`config.mk`:
```
export PLATFORM = sky130hd
export DESIGN_NAME = perf_event_select_decoder
export DESIGN_NICKNAME = d
export VERILOG_FILES = /design/src/design/perf_event_pkg.sv /design/src/design/perf_step_if.sv /design/src/design/count_qualifier.sv /design/src/design/count_accumulator.sv /design/src/design/perf_event_select_decoder.sv
export SDC_FILE = /design/constraint.sdc
export NUM_CORES = 1
export LEC_CHECK = 0
export BUFFER_PORTS_ARGS = -buffer_cell sky130_fd_sc_hd__buf_2
export CORE_ASPECT_RATIO = 0.6
export CORE_MARGIN = 4
export CORE_UTILIZATION = 55
export DETAILED_ROUTE_END_ITERATION = 8
export GPL_TIMING_DRIVEN = 0
export PLACE_DENSITY = 0.88
export SLEW_MARGIN = 20
export SYNTH_ARGS = -nofsm -noshare
export SYNTH_HDL_FRONTEND = slang
export SYNTH_SLANG_ARGS = --single-unit
```
`constraint.sdc`:
```
create_clock -name sys_clk -period 6.3 [get_ports sys_clk]
set_input_delay 0.63 -clock sys_clk [delete_from_list [all_inputs] [get_ports sys_clk]]
set_output_delay 0.63 -clock sys_clk [all_outputs]
set_load 0.01 [all_outputs]
```
`src/design/perf_event_pkg.sv`:
```
// Constants, field layouts and types for the event-selection decoder
// How it works
// - Code 24H mask 24H counts instruction fetches missing the second-level cache.
// - Code 24H: mask 27H counts demand misses, E7H all demand requests.
// - Code 24H mask E4H counts all code requests to the second-level cache.
// - Code 24H: 50H prefetch hits, 30H prefetch misses, F8H all prefetches.
// - Code 24H: 3FH counts every miss, FFH counts every request.
// - Code 27H mask 50H counts unrejected writebacks hitting the second-level cache.
// - Code 2EH: 4FH last-level references, 41H last-level misses.
// - Code 3CH mask 00H counts core cycles while the thread is not halted.
// - Code 3CH mask 01H counts 100 MHz reference ticks while not halted.
// - Code 48H mask 01H adds pending first-level misses; counter 2 only.
// - Threshold 1 with edge counts inactive-to-active transitions, not cycles.
// - Code 49H: 01H walks, 02H/04H/0EH completed walks, 10H walker busy.
// - Code 49H: 20H/40H/60H translation second-level hits, 80H directory misses.
// - Code 4CH: loads hitting software (01H) or hardware (02H) prefetch fill buffers.
// - Code 51H mask 01H counts lines filled into the first-level data cache.
// - Code 58H: 01H/02H eliminated, 04H/08H not eliminated moves.
// - Code 5CH: ring 0 (01H) or rings 1-3 (02H) unhalted cycles; edge counts transitions.
// - Code 5EH mask 01H counts cycles with an empty reservation station.
// - Code 60H adds outstanding data (01H), code (02H), ownership (04H) reads.
// - Code 60H counts only while one hardware thread runs per core.
package perf_event_pkg;

  typedef logic [3:0]  count_type;
  typedef logic [7:0]  byte_type;
  typedef logic [31:0] word_type;

  // Register byte addresses
  localparam byte_type ADDR_SELECT = 8'h00;
  localparam byte_type ADDR_COUNT  = 8'h04;
  localparam byte_type ADDR_STATUS = 8'h08;

  // Selection register layout
  typedef struct packed {
    logic [7:0] threshold;
    logic       enable;
    logic [3:0] reserved;
    logic       edgeMode;
    logic [1:0] counterIndex;
    logic [7:0] unitMask;
    logic [7:0] eventCode;
  } select_type;

  localparam word_type SELECT_WRITE_MASK = 32'hFF87_FFFF;
  localparam word_type SELECT_RESET      = 32'h0000_0000;
  localparam word_type COUNT_RESET       = 32'h0000_0000;

  // Status register bit positions
  localparam int STAT_DEFINED = 0;
  localparam int STAT_OFFCORE = 1;
  localparam int STAT_HALTED  = 2;

  // Event codes
  localparam byte_type EV_L2_REQ     = 8'h24;
  localparam byte_type EV_WB_HIT     = 8'h27;
  localparam byte_type EV_LLC        = 8'h2E;
  localparam byte_type EV_UNHALTED   = 8'h3C;
  localparam byte_type EV_PEND_MISS  = 8'h48;
  localparam byte_type EV_STORE_XLAT = 8'h49;
  localparam byte_type EV_LOAD_PF    = 8'h4C;
  localparam byte_type EV_LINE_FILL  = 8'h51;
  localparam byte_type EV_MOVE_ELIM  = 8'h58;
  localparam byte_type EV_RING       = 8'h5C;
  localparam byte_type EV_SCHED_IDLE = 8'h5E;
  localparam byte_type EV_OFFCORE    = 8'h60;

  // Only counter 2 may take the pending-miss event
  localparam logic [1:0] PEND_MISS_COUNTER = 2'h2;

  // Second-level request lines: 0 data miss, 1 data hit, 2 ownership miss,
  // 3 ownership hit, 4 code miss, 5 code hit, 6 prefetch miss, 7 prefetch hit
  localparam byte_type L2_CODE_MISS   = 8'h10;
  localparam byte_type L2_DEMAND_MISS = 8'h15;
  localparam byte_type L2_DEMAND_ALL  = 8'h3F;
  localparam byte_type L2_CODE_ALL    = 8'h30;
  localparam byte_type L2_PF_HIT      = 8'h80;
  localparam byte_type L2_PF_MISS     = 8'h40;
  localparam byte_type L2_PF_ALL      = 8'hC0;
  localparam byte_type L2_ALL_MISS    = 8'h55;
  localparam byte_type L2_ALL         = 8'hFF;

  // Store translation lines: 0 walk, 1-3 done 4K/2M/1G, 4 busy,
  // 5 hit 4K, 6 hit 2M, 7 directory-cache miss
  localparam byte_type XL_WALK     = 8'h01;
  localparam byte_type XL_DONE_4K  = 8'h02;
  localparam byte_type XL_DONE_2M  = 8'h04;
  localparam byte_type XL_DONE_ALL = 8'h0E;
  localparam byte_type XL_BUSY     = 8'h10;
  localparam byte_type XL_HIT_4K   = 8'h20;
  localparam byte_type XL_HIT_2M   = 8'h40;
  localparam byte_type XL_HIT_ALL  = 8'h60;
  localparam byte_type XL_DIR_MISS = 8'h80;

  localparam logic [1:0] RING_ZERO = 2'h0;
  localparam count_type  COUNT_ZERO = 4'h0;
  localparam count_type  COUNT_ONE  = 4'h1;

endpackage

```
`src/design/perf_step_if.sv`:
```
// Carrier between decoder, qualifier and accumulator
`timescale 1ns/1ps
interface perf_step_if;
  import perf_event_pkg::*;
  count_type  eventCount;
  logic       active;
  logic [7:0] threshold;
  logic       edgeMode;
  count_type  step;

  modport decode  (output eventCount, output active, output threshold, output edgeMode);
  modport qualify (input eventCount, input active, input threshold, input edgeMode,
                   output step);
  modport accum   (input step);
endinterface

```
`src/design/count_qualifier.sv`:
```
// Threshold and edge qualification of the per-cycle event count
`timescale 1ns/1ps
module count_qualifier (
  input  wire logic    sys_clk,
  input  wire logic    arst_n,
  perf_step_if.qualify link
);
  import perf_event_pkg::*;

  typedef struct packed {
    logic prevHit;
  } qual_state_type;

  qual_state_type st_r;
  qual_state_type st_nxt;
  logic           hit;

  // Condition seen this cycle; zero threshold means any nonzero count
  always_comb begin
    st_nxt = st_r;
    if (link.threshold == 8'h00) begin
      hit = (link.eventCount != COUNT_ZERO);
    end else begin
      hit = ({4'h0, link.eventCount} >= link.threshold);
    end
    hit = hit & link.active;
    st_nxt.prevHit = hit;
    if (!link.active) begin
      link.step = COUNT_ZERO;
    end else if (link.edgeMode) begin
      link.step = (hit && !st_r.prevHit) ? COUNT_ONE : COUNT_ZERO;
    end else if (link.threshold != 8'h00) begin
      link.step = hit ? COUNT_ONE : COUNT_ZERO;
    end else begin
      link.step = link.eventCount;
    end
  end

  always_ff @(posedge sys_clk or negedge arst_n) begin
    if (!arst_n) begin
      st_r <= '0;
    end else begin
      st_r <= st_nxt;
    end
  end

endmodule

```
`src/design/count_accumulator.sv`:
```
// Event counter with software load
`timescale 1ns/1ps
module count_accumulator (
  input  wire logic                       sys_clk,
  input  wire logic                       arst_n,
  input  wire logic                       load,
  input  wire perf_event_pkg::word_type   loadValue,
  perf_step_if.accum                      link,
  output perf_event_pkg::word_type        value
);
  import perf_event_pkg::*;

  typedef struct packed {
    word_type count;
  } acc_state_type;

  acc_state_type st_r;
  acc_state_type st_nxt;

  // Software load replaces the step of that cycle; wraps silently
  always_comb begin
    st_nxt = st_r;
    if (load) begin
      st_nxt.count = loadValue;
    end else begin
      st_nxt.count = st_r.count + {28'h0, link.step};
    end
  end

  always_ff @(posedge sys_clk or negedge arst_n) begin
    if (!arst_n) begin
      st_r <= '{count: COUNT_RESET};
    end else begin
      st_r <= st_nxt;
    end
  end

  assign value = st_r.count;

endmodule

```
`src/design/perf_event_select_decoder.sv`:
```
// Event-selection decoder: register port, event decode and counter
//
// Implementation choices: the address map and the strobed register port.
`timescale 1ns/1ps
module perf_event_select_decoder (
  input  wire logic                      sys_clk,
  input  wire logic                      arst_n,
  // Register port
  input  wire perf_event_pkg::byte_type  regAddr,
  input  wire perf_event_pkg::word_type  regWrData,
  input  wire logic                      regWrite,
  input  wire logic                      regRead,
  output perf_event_pkg::word_type       regRdData,
  // Microarchitectural condition inputs
  input  wire logic [7:0]                secondLevelRequestEvents,
  input  wire logic                      writebackHitEvent,
  input  wire logic                      lastLevelRefEvent,
  input  wire logic                      lastLevelMissEvent,
  input  wire logic                      threadHalted,
  input  wire logic                      referenceClock100mTick,
  input  wire perf_event_pkg::count_type pendingFirstLevelMisses,
  input  wire logic [7:0]                storeTranslationMissEvents,
  input  wire logic [1:0]                prefetchFillBufferHits,
  input  wire logic                      firstLevelLineFillEvent,
  input  wire logic [3:0]                moveEliminationEvents,
  input  wire logic [1:0]                privilegeRing,
  input  wire logic                      reservationStationEmpty,
  input  wire perf_event_pkg::count_type offcoreDataReads,
  input  wire perf_event_pkg::count_type offcoreCodeReads,
  input  wire perf_event_pkg::count_type offcoreOwnershipReads,
  input  wire logic                      multithreading,
  // Counter view
  output perf_event_pkg::word_type       counterValue,
  output logic                           selectionValid
);
  import perf_event_pkg::*;

  ////////////////////////////////////////////////////////////////////////////
  // Helpers

  // Number of asserted lines under a mask; all event lines are one per cycle
  function automatic count_type maskCount(input byte_type lines, input byte_type mask);
    count_type n;
    byte_type  hits;
    n = COUNT_ZERO;
    hits = lines & mask;
    for (int i = 0; i < 8; i++) begin
      n = n + {3'h0, hits[i]};
    end
    return n;
  endfunction

  // One-bit condition widened to a count
  function automatic count_type asCount(input logic cond);
    return {3'h0, cond};
  endfunction

  ////////////////////////////////////////////////////////////////////////////
  // State

  typedef struct packed {
    select_type sel;
    word_type   rdData;
    word_type   counterOut;
    logic       valid;
  } top_state_type;

  top_state_type st_r;
  top_state_type st_nxt;

  perf_step_if step ();

  count_type  evCount;
  logic       evDefined;
  logic       offcoreOk;
  logic       countLoad;
  word_type   accValue;
  word_type   statusWord;

  ////////////////////////////////////////////////////////////////////////////
  // Event decode

  // Undecoded pairs leave evDefined low so nothing is counted
  always_comb begin
    evCount   = COUNT_ZERO;
    evDefined = 1'b0;
    offcoreOk = !multithreading;
    unique case (st_r.sel.eventCode)
      EV_L2_REQ: begin
        evDefined = 1'b1;
        case (st_r.sel.unitMask)
          8'h24: evCount = maskCount(secondLevelRequestEvents, L2_CODE_MISS);
          8'h27: evCount = maskCount(secondLevelRequestEvents, L2_DEMAND_MISS);
          8'hE7: evCount = maskCount(secondLevelRequestEvents, L2_DEMAND_ALL);
          8'hE4: evCount = maskCount(secondLevelRequestEvents, L2_CODE_ALL);
          8'h50: evCount = maskCount(secondLevelRequestEvents, L2_PF_HIT);
          8'h30: evCount = maskCount(secondLevelRequestEvents, L2_PF_MISS);
          8'hF8: evCount = maskCount(secondLevelRequestEvents, L2_PF_ALL);
          8'h3F: evCount = maskCount(secondLevelRequestEvents, L2_ALL_MISS);
          8'hFF: evCount = maskCount(secondLevelRequestEvents, L2_ALL);
          default: evDefined = 1'b0;
        endcase
      end
      EV_WB_HIT: begin
        evDefined = (st_r.sel.unitMask == 8'h50);
        evCount   = asCount(writebackHitEvent);
      end
      EV_LLC: begin
        case (st_r.sel.unitMask)
          8'h4F: begin
            evDefined = 1'b1;
            evCount   = asCount(lastLevelRefEvent);
          end
          8'h41: begin
            evDefined = 1'b1;
            evCount   = asCount(lastLevelMissEvent);
          end
          default: evDefined = 1'b0;
        endcase
      end
      EV_UNHALTED: begin
        case (st_r.sel.unitMask)
          8'h00: begin
            evDefined = 1'b1;
            evCount   = asCount(!threadHalted);
          end
          // Tick pulse comes from the reference clock's own domain logic
          8'h01: begin
            evDefined = 1'b1;
            evCount   = asCount(referenceClock100mTick && !threadHalted);
          end
          default: evDefined = 1'b0;
        endcase
      end
      EV_PEND_MISS: begin
        // Other counters see this pair as undefined
        evDefined = (st_r.sel.unitMask == 8'h01)
                    && (st_r.sel.counterIndex == PEND_MISS_COUNTER);
        evCount   = pendingFirstLevelMisses;
      end
      EV_STORE_XLAT: begin
        evDefined = 1'b1;
        case (st_r.sel.unitMask)
          8'h01: evCount = maskCount(storeTranslationMissEvents, XL_WALK);
          8'h02: evCount = maskCount(storeTranslationMissEvents, XL_DONE_4K);
          8'h04: evCount = maskCount(storeTranslationMissEvents, XL_DONE_2M);
          8'h0E: evCount = maskCount(storeTranslationMissEvents, XL_DONE_ALL);
          8'h10: evCount = maskCount(storeTranslationMissEvents, XL_BUSY);
          8'h20: evCount = maskCount(storeTranslationMissEvents, XL_HIT_4K);
          8'h40: evCount = maskCount(storeTranslationMissEvents, XL_HIT_2M);
          8'h60: evCount = maskCount(storeTranslationMissEvents, XL_HIT_ALL);
          8'h80: evCount = maskCount(storeTranslationMissEvents, XL_DIR_MISS);
          default: evDefined = 1'b0;
        endcase
      end
      EV_LOAD_PF: begin
        case (st_r.sel.unitMask)
          8'h01: begin
            evDefined = 1'b1;
            evCount   = asCount(prefetchFillBufferHits[0]);
          end
          8'h02: begin
            evDefined = 1'b1;
            evCount   = asCount(prefetchFillBufferHits[1]);
          end
          default: evDefined = 1'b0;
        endcase
      end
      EV_LINE_FILL: begin
        evDefined = (st_r.sel.unitMask == 8'h01);
        evCount   = asCount(firstLevelLineFillEvent);
      end
      EV_MOVE_ELIM: begin
        // Lines: 0 integer, 1 vector eliminated, 2 integer, 3 vector kept
        evDefined = 1'b1;
        case (st_r.sel.unitMask)
          8'h01: evCount = asCount(moveEliminationEvents[0]);
          8'h02: evCount = asCount(moveEliminationEvents[1]);
          8'h04: evCount = asCount(moveEliminationEvents[2]);
          8'h08: evCount = asCount(moveEliminationEvents[3]);
          default: evDefined = 1'b0;
        endcase
      end
      EV_RING: begin
        evDefined = 1'b1;
        case (st_r.sel.unitMask)
          8'h01: evCount = asCount(!threadHalted && privilegeRing == RING_ZERO);
          8'h02: evCount = asCount(!threadHalted && privilegeRing != RING_ZERO);
          default: evDefined = 1'b0;
        endcase
      end
      EV_SCHED_IDLE: begin
        evDefined = (st_r.sel.unitMask == 8'h01);
        evCount   = asCount(reservationStationEmpty);
      end
      EV_OFFCORE: begin
        // Counts are meaningless when threads share the queue
        evDefined = offcoreOk;
        case (st_r.sel.unitMask)
          8'h01: evCount = offcoreDataReads;
          8'h02: evCount = offcoreCodeReads;
          8'h04: evCount = offcoreOwnershipReads;
          default: evDefined = 1'b0;
        endcase
      end
      default: begin
        evDefined = 1'b0;
      end
    endcase
  end

  // Config and count into the qualifier
  assign step.eventCount = evDefined ? evCount : COUNT_ZERO;
  assign step.active     = evDefined && st_r.sel.enable;
  assign step.threshold  = st_r.sel.threshold;
  assign step.edgeMode   = st_r.sel.edgeMode;

  ////////////////////////////////////////////////////////////////////////////
  // Submodules

  count_qualifier u_qualifier (
    .sys_clk (sys_clk),
    .arst_n  (arst_n),
    .link    (step.qualify)
  );

  assign countLoad = regWrite && (regAddr == ADDR_COUNT);

  count_accumulator u_accumulator (
    .sys_clk   (sys_clk),
    .arst_n    (arst_n),
    .load      (countLoad),
    .loadValue (regWrData),
    .link      (step.accum),
    .value     (accValue)
  );

  ////////////////////////////////////////////////////////////////////////////
  // Register port

  // Live status bits
  always_comb begin
    statusWord               = '0;
    statusWord[STAT_DEFINED] = evDefined;
    statusWord[STAT_OFFCORE] = offcoreOk;
    statusWord[STAT_HALTED]  = threadHalted;
  end

  // Writes, read capture and registered outputs
  always_comb begin
    st_nxt        = st_r;
    st_nxt.rdData = '0;
    if (regWrite && regAddr == ADDR_SELECT) begin
      st_nxt.sel = select_type'(regWrData & SELECT_WRITE_MASK); // Reserved stay zero
    end
    if (regRead) begin
      case (regAddr)
        ADDR_SELECT: st_nxt.rdData = word_type'(st_r.sel);
        ADDR_COUNT:  st_nxt.rdData = accValue;
        ADDR_STATUS: st_nxt.rdData = statusWord;
        default:     st_nxt.rdData = '0; // Unmapped reads zero
      endcase
    end
    st_nxt.counterOut = accValue;
    st_nxt.valid      = evDefined && st_r.sel.enable;
  end

  always_ff @(posedge sys_clk or negedge arst_n) begin
    if (!arst_n) begin
      st_r <= '{sel: select_type'(SELECT_RESET), rdData: '0,
                counterOut: COUNT_RESET, valid: 1'b0};
    end else begin
      st_r <= st_nxt;
    end
  end

  assign regRdData      = st_r.rdData;
  assign counterValue   = st_r.counterOut;
  assign selectionValid = st_r.valid;

endmodule

```
==> insert_results.sql <==
INSERT INTO impl_metrics (metric_group, metric, value, unit) VALUES
('run_status', 'outcome', 'complete, but fails checks', ''),
('run_status', 'violations_in_the_final_reports', 'setup timing', ''),
('logic_synthesis', 'ys.warnings.count', '0', ''),
('routing', 'vias', '6476', ''),
('place', 'dpl-instance-area', '0.00824', 'mm2'),
('routing', 'avgRoutedWirePerCell', '20.3', 'um'),
('setup_path', 'setup.worst_path.class', 'in -> reg', ''),
('pwr', 'total_leakage_power', '0.00456', 'uW'),
('place', 'port_buffers', '155', ''),
('setup_path', 'rr_worst_depth', '25', ''),
('logic_synthesis', 'yosys_register_bits', '126', ''),
('timing', 'report.final.slew_viol_count', '0', ''),
('floorplan', 'die_area', '0.0151', 'mm2'),
('layout', 'finalInstanceArea', '0.00909', 'mm2'),
('logic_synthesis', 'syn_nets', '842', ''),
('cts', 'cts_buffer_depth', '2', ''),
('floorplan', 'floorplan.rows', '32', ''),
('logic_synthesis', 'syn_avg_cell_area', '9.90', 'um2'),
('cts', 'cts_clock_pin_slew_for_the_worst_setup_and_hold_paths', '0.06', 'ns'),
('routing', 'detail_route.first_pass.iterations', '7', ''),
('timing', 'finalSetupViolCount', '20', ''),
('pwr', 'post-layout-total-power', '2150', 'uW'),
('setup_path', 'endpoint_kind', 'register', ''),
('cts', 'cts-buffers-inserted', '17', ''),
('timing', 'rsz_0062_raised_after_global_routing', 'true', ''),
('cts', 'tritoncts', 'built', ''),
('global_route', 'maximum_number_of_pins_on_one_net_before_global_route_repair', '85', ''),
('cts', 'cts.sink_count', '126', ''),
('logic_synthesis', 'synthDominantCellAreaShare', '43.8', '%'),
('timing', 'setup_ws', '-0.342', 'ns'),
('setup_path', 'cp.arrival', '6.93', 'ns'),
('timing', 'final.period_utilization', '105', '%'),
('timing', 'clock-skew-final', '0.00694', 'ns'),
('pwr', 'irDropWorstVdd', '0.194', 'mV'),
('logic_synthesis', 'post_synth_num_cell_types', '72', ''),
('layout', 'drive_above_1_share', '37.6', '%'),
('global_route', 'grt_antenna_before_repair', '0', ''),
('global_route', 'first_pass_grt_wire_length', '33900', 'um'),
('logic_synthesis', 'synth_edf_count', '0', ''),
('routing', 'dr.first_iter.drc_count', '679', ''),
('logic_synthesis', 'postSynth.asyncResetShare', '100', '%'),
('timing', 'final_period_minus_worst_setup_slack', '6.64', 'ns'),
('floorplan', 'io_pins', '157', ''),
('cts', 'clock_insertion_delay_worst_skew', '0.43', 'ns'),
('floorplan', 'effective_utilization_at_floorplan', '56.2', '%'),
('logic_synthesis', 'syn-cell-area', '0.00721', 'mm2'),
('setup_path', 'critical_path_peak_fanout', '5', ''),
('routing', 'finalWirelength', '22300', 'um'),
('logic_synthesis', 'synth.yosys.seq_area_share', '43.8', '%'),
('logic_synthesis', 'postSynthCellCount', '728', ''),
('timing', 'tightestPinTransition', '0.944', 'ns'),
('floorplan', 'dieWidth', '156', 'um'),
('setup_path', 'critPathMaxStageDelay', '0.54', 'ns'),
('cts', 'clock-root-buffer', 'sky130_fd_sc_hd__clkbuf_16', ''),
('setup_path', 'most_frequent_cell_on_the_critical_path', 'sky130_fd_sc_hd__buf_4', ''),
('flow_run', 'max_cap_viol_count', '0', ''),
('floorplan', 'core_region_area', '0.0128', 'mm2'),
('timing', 'final_hold_viol_count', '0', ''),
('timing', 'worst_hold_slack', '0.117', 'ns'),
('cts', 'cts_htree_levels', '4', ''),
('routing', 'via_per_inst', '5.89', ''),
('layout', 'nets', '1029', ''),
('timing', 'max_clock_freq', '151', 'MHz'),
('global_route', 'global_route.overflow_total', '0', ''),
('layout', 'area_growth_syn_to_layout', '26.2', '%'),
('setup_path', 'required', '6.58', 'ns'),
('layout', 'mostFrequentLayoutCell', 'sky130_fd_sc_hd__buf_2', ''),
('global_route', 'gr-usage-all-layers', '29.0', '%'),
('floorplan', 'die-height', '96.7', 'um'),
('place', 'gp_congestion', '0.933', ''),
('setup_path', 'cpMaxStageDelayCell', 'sky130_fd_sc_hd__fa_1', '');
## layout make-up
class                      count  area (um2)
tap                          170         213
clock buffer                  18         439
sequential                   126        3150
fill                         977        3720
buffer                        98         626
antenna                        1        2.50
clock inverter                14         124
timing repair buffer         169         921
multi-input combinational    482        3540
inverter                      21        78.8
## through the flow
stage | setup TNS, ns | util [%] | worst slack, ns | instances
floorplan | 0 | - | 0.00518 | 728
global placement | -14.49 | 64.0 | -1.03 | 1053
detailed placement | -17.68 | 64.3 | -1.17 | 1054
finish | -3.75 | 71.0 | -0.342 | 1099
global route | -8.30 | 71.0 | -0.586 | 1098
CTS | -3.21 | 69.6 | -0.307 | 1093
## worst paths after layout
path	start	endpoint	slack, ns
worst max-delay path	secondLevelRequestEvents[0]	u_accumulator.value[24]	-0.34
worst min-delay path	arst_n	counterValue[31]	0.12
worst max register to register	st_r[75]	u_accumulator.value[24]	0.27
worst min register to register	u_accumulator.value[2]	counterValue[2]	0.42
max in group asynchronous	arst_n	u_accumulator.value[20]	5.44
min in group sys_clk	u_accumulator.value[2]	counterValue[2]	0.42
## registers in the layout (all words and copies together) (netlist names)
name                 cells
st_r                    19
selectionValid           1
u_qualifier.st_r         1
regRdData               32
step.threshold           8
counterValue            32
u_accumulator.value     32
step.edgeMode            1
## synth_stat cells, types with 5 or more instances
cell and number:
sky130_fd_sc_hd__a21oi_1 51, sky130_fd_sc_hd__a22o_1 5, sky130_fd_sc_hd__a22oi_1 8, sky130_fd_sc_hd__a31oi_1 5, sky130_fd_sc_hd__and3_1 14, sky130_fd_sc_hd__and4_1 5
sky130_fd_sc_hd__buf_2 8, sky130_fd_sc_hd__buf_4 66, sky130_fd_sc_hd__clkbuf_1 24, sky130_fd_sc_hd__dfrtp_1 126, sky130_fd_sc_hd__fa_1 7, sky130_fd_sc_hd__ha_1 15
sky130_fd_sc_hd__inv_1 21, sky130_fd_sc_hd__mux2_2 24, sky130_fd_sc_hd__mux2i_1 29, sky130_fd_sc_hd__nand2_1 29, sky130_fd_sc_hd__nand2b_1 5, sky130_fd_sc_hd__nand3_1 22
sky130_fd_sc_hd__nand4_1 11, sky130_fd_sc_hd__nor2_1 86, sky130_fd_sc_hd__nor2b_1 14, sky130_fd_sc_hd__nor3_1 15, sky130_fd_sc_hd__nor4_1 6, sky130_fd_sc_hd__nor4b_1 8
sky130_fd_sc_hd__o21ai_0 18, sky130_fd_sc_hd__xnor2_1 16, sky130_fd_sc_hd__xor2_1 17
## kinds of logic (layout without fill, tap and decap cells)
| family | Yosys count | in the layout | synth area share, % |
|---|---|---|---|
| AOI/OAI and AO/OA | 122 | 122 | 11.0 |
| xor gates and xnor gates | 33 | 33 | 4.01 |
| adders and majority gates | 22 | 22 | 4.55 |
| buffers and inverters | 120 | 320 | 9.83 |
| DFF | 126 | 126 | 43.8 |
| muxes | 53 | 53 | 7.78 |
| other | 0 | 1 | 0 |
| and+or+nand+nor | 252 | 252 | 19.1 |
## metal layers
metal	GRT usage (%)	share of wire, %	vias to the layer above
met5	0	0	-
met1	43.6	44	3105
li1	-	-	2891
met4	8.00	2.3	0
met2	40.1	42	423
met3	9.61	12	57
## worst max-delay path: cells and delay by family
kind | cells | cell delay [ns]
xor+xnor | 1 | 0.13
compound gates | 10 | 1.77
simple gates | 6 | 0.92
fa+ha+maj | 7 | 2.60
buf+inv | 10 | 0.88
## power breakdown
| part | total (uW) | switching [uW] | internal [uW] | leakage, uW |
|---|---|---|---|---|
| logic | 302 | 159 | 144 | 0.00261 |
| registers | 898 | 46.5 | 852 | 0.00170 |
| clock network | 949 | 422 | 527 | 0.000262 |
| total | 2150 | 627 | 1520 | 0.00456 |
## what timing repair did
item                       4_1_cts  5_1_grt
pin swaps                       10       16
hold buffers                     0        0
hold endpoints to repair         0        0
resized for setup               17       28
setup endpoints to repair       21       27
setup buffers                    9        5
(Power assumes the default switching activity.)
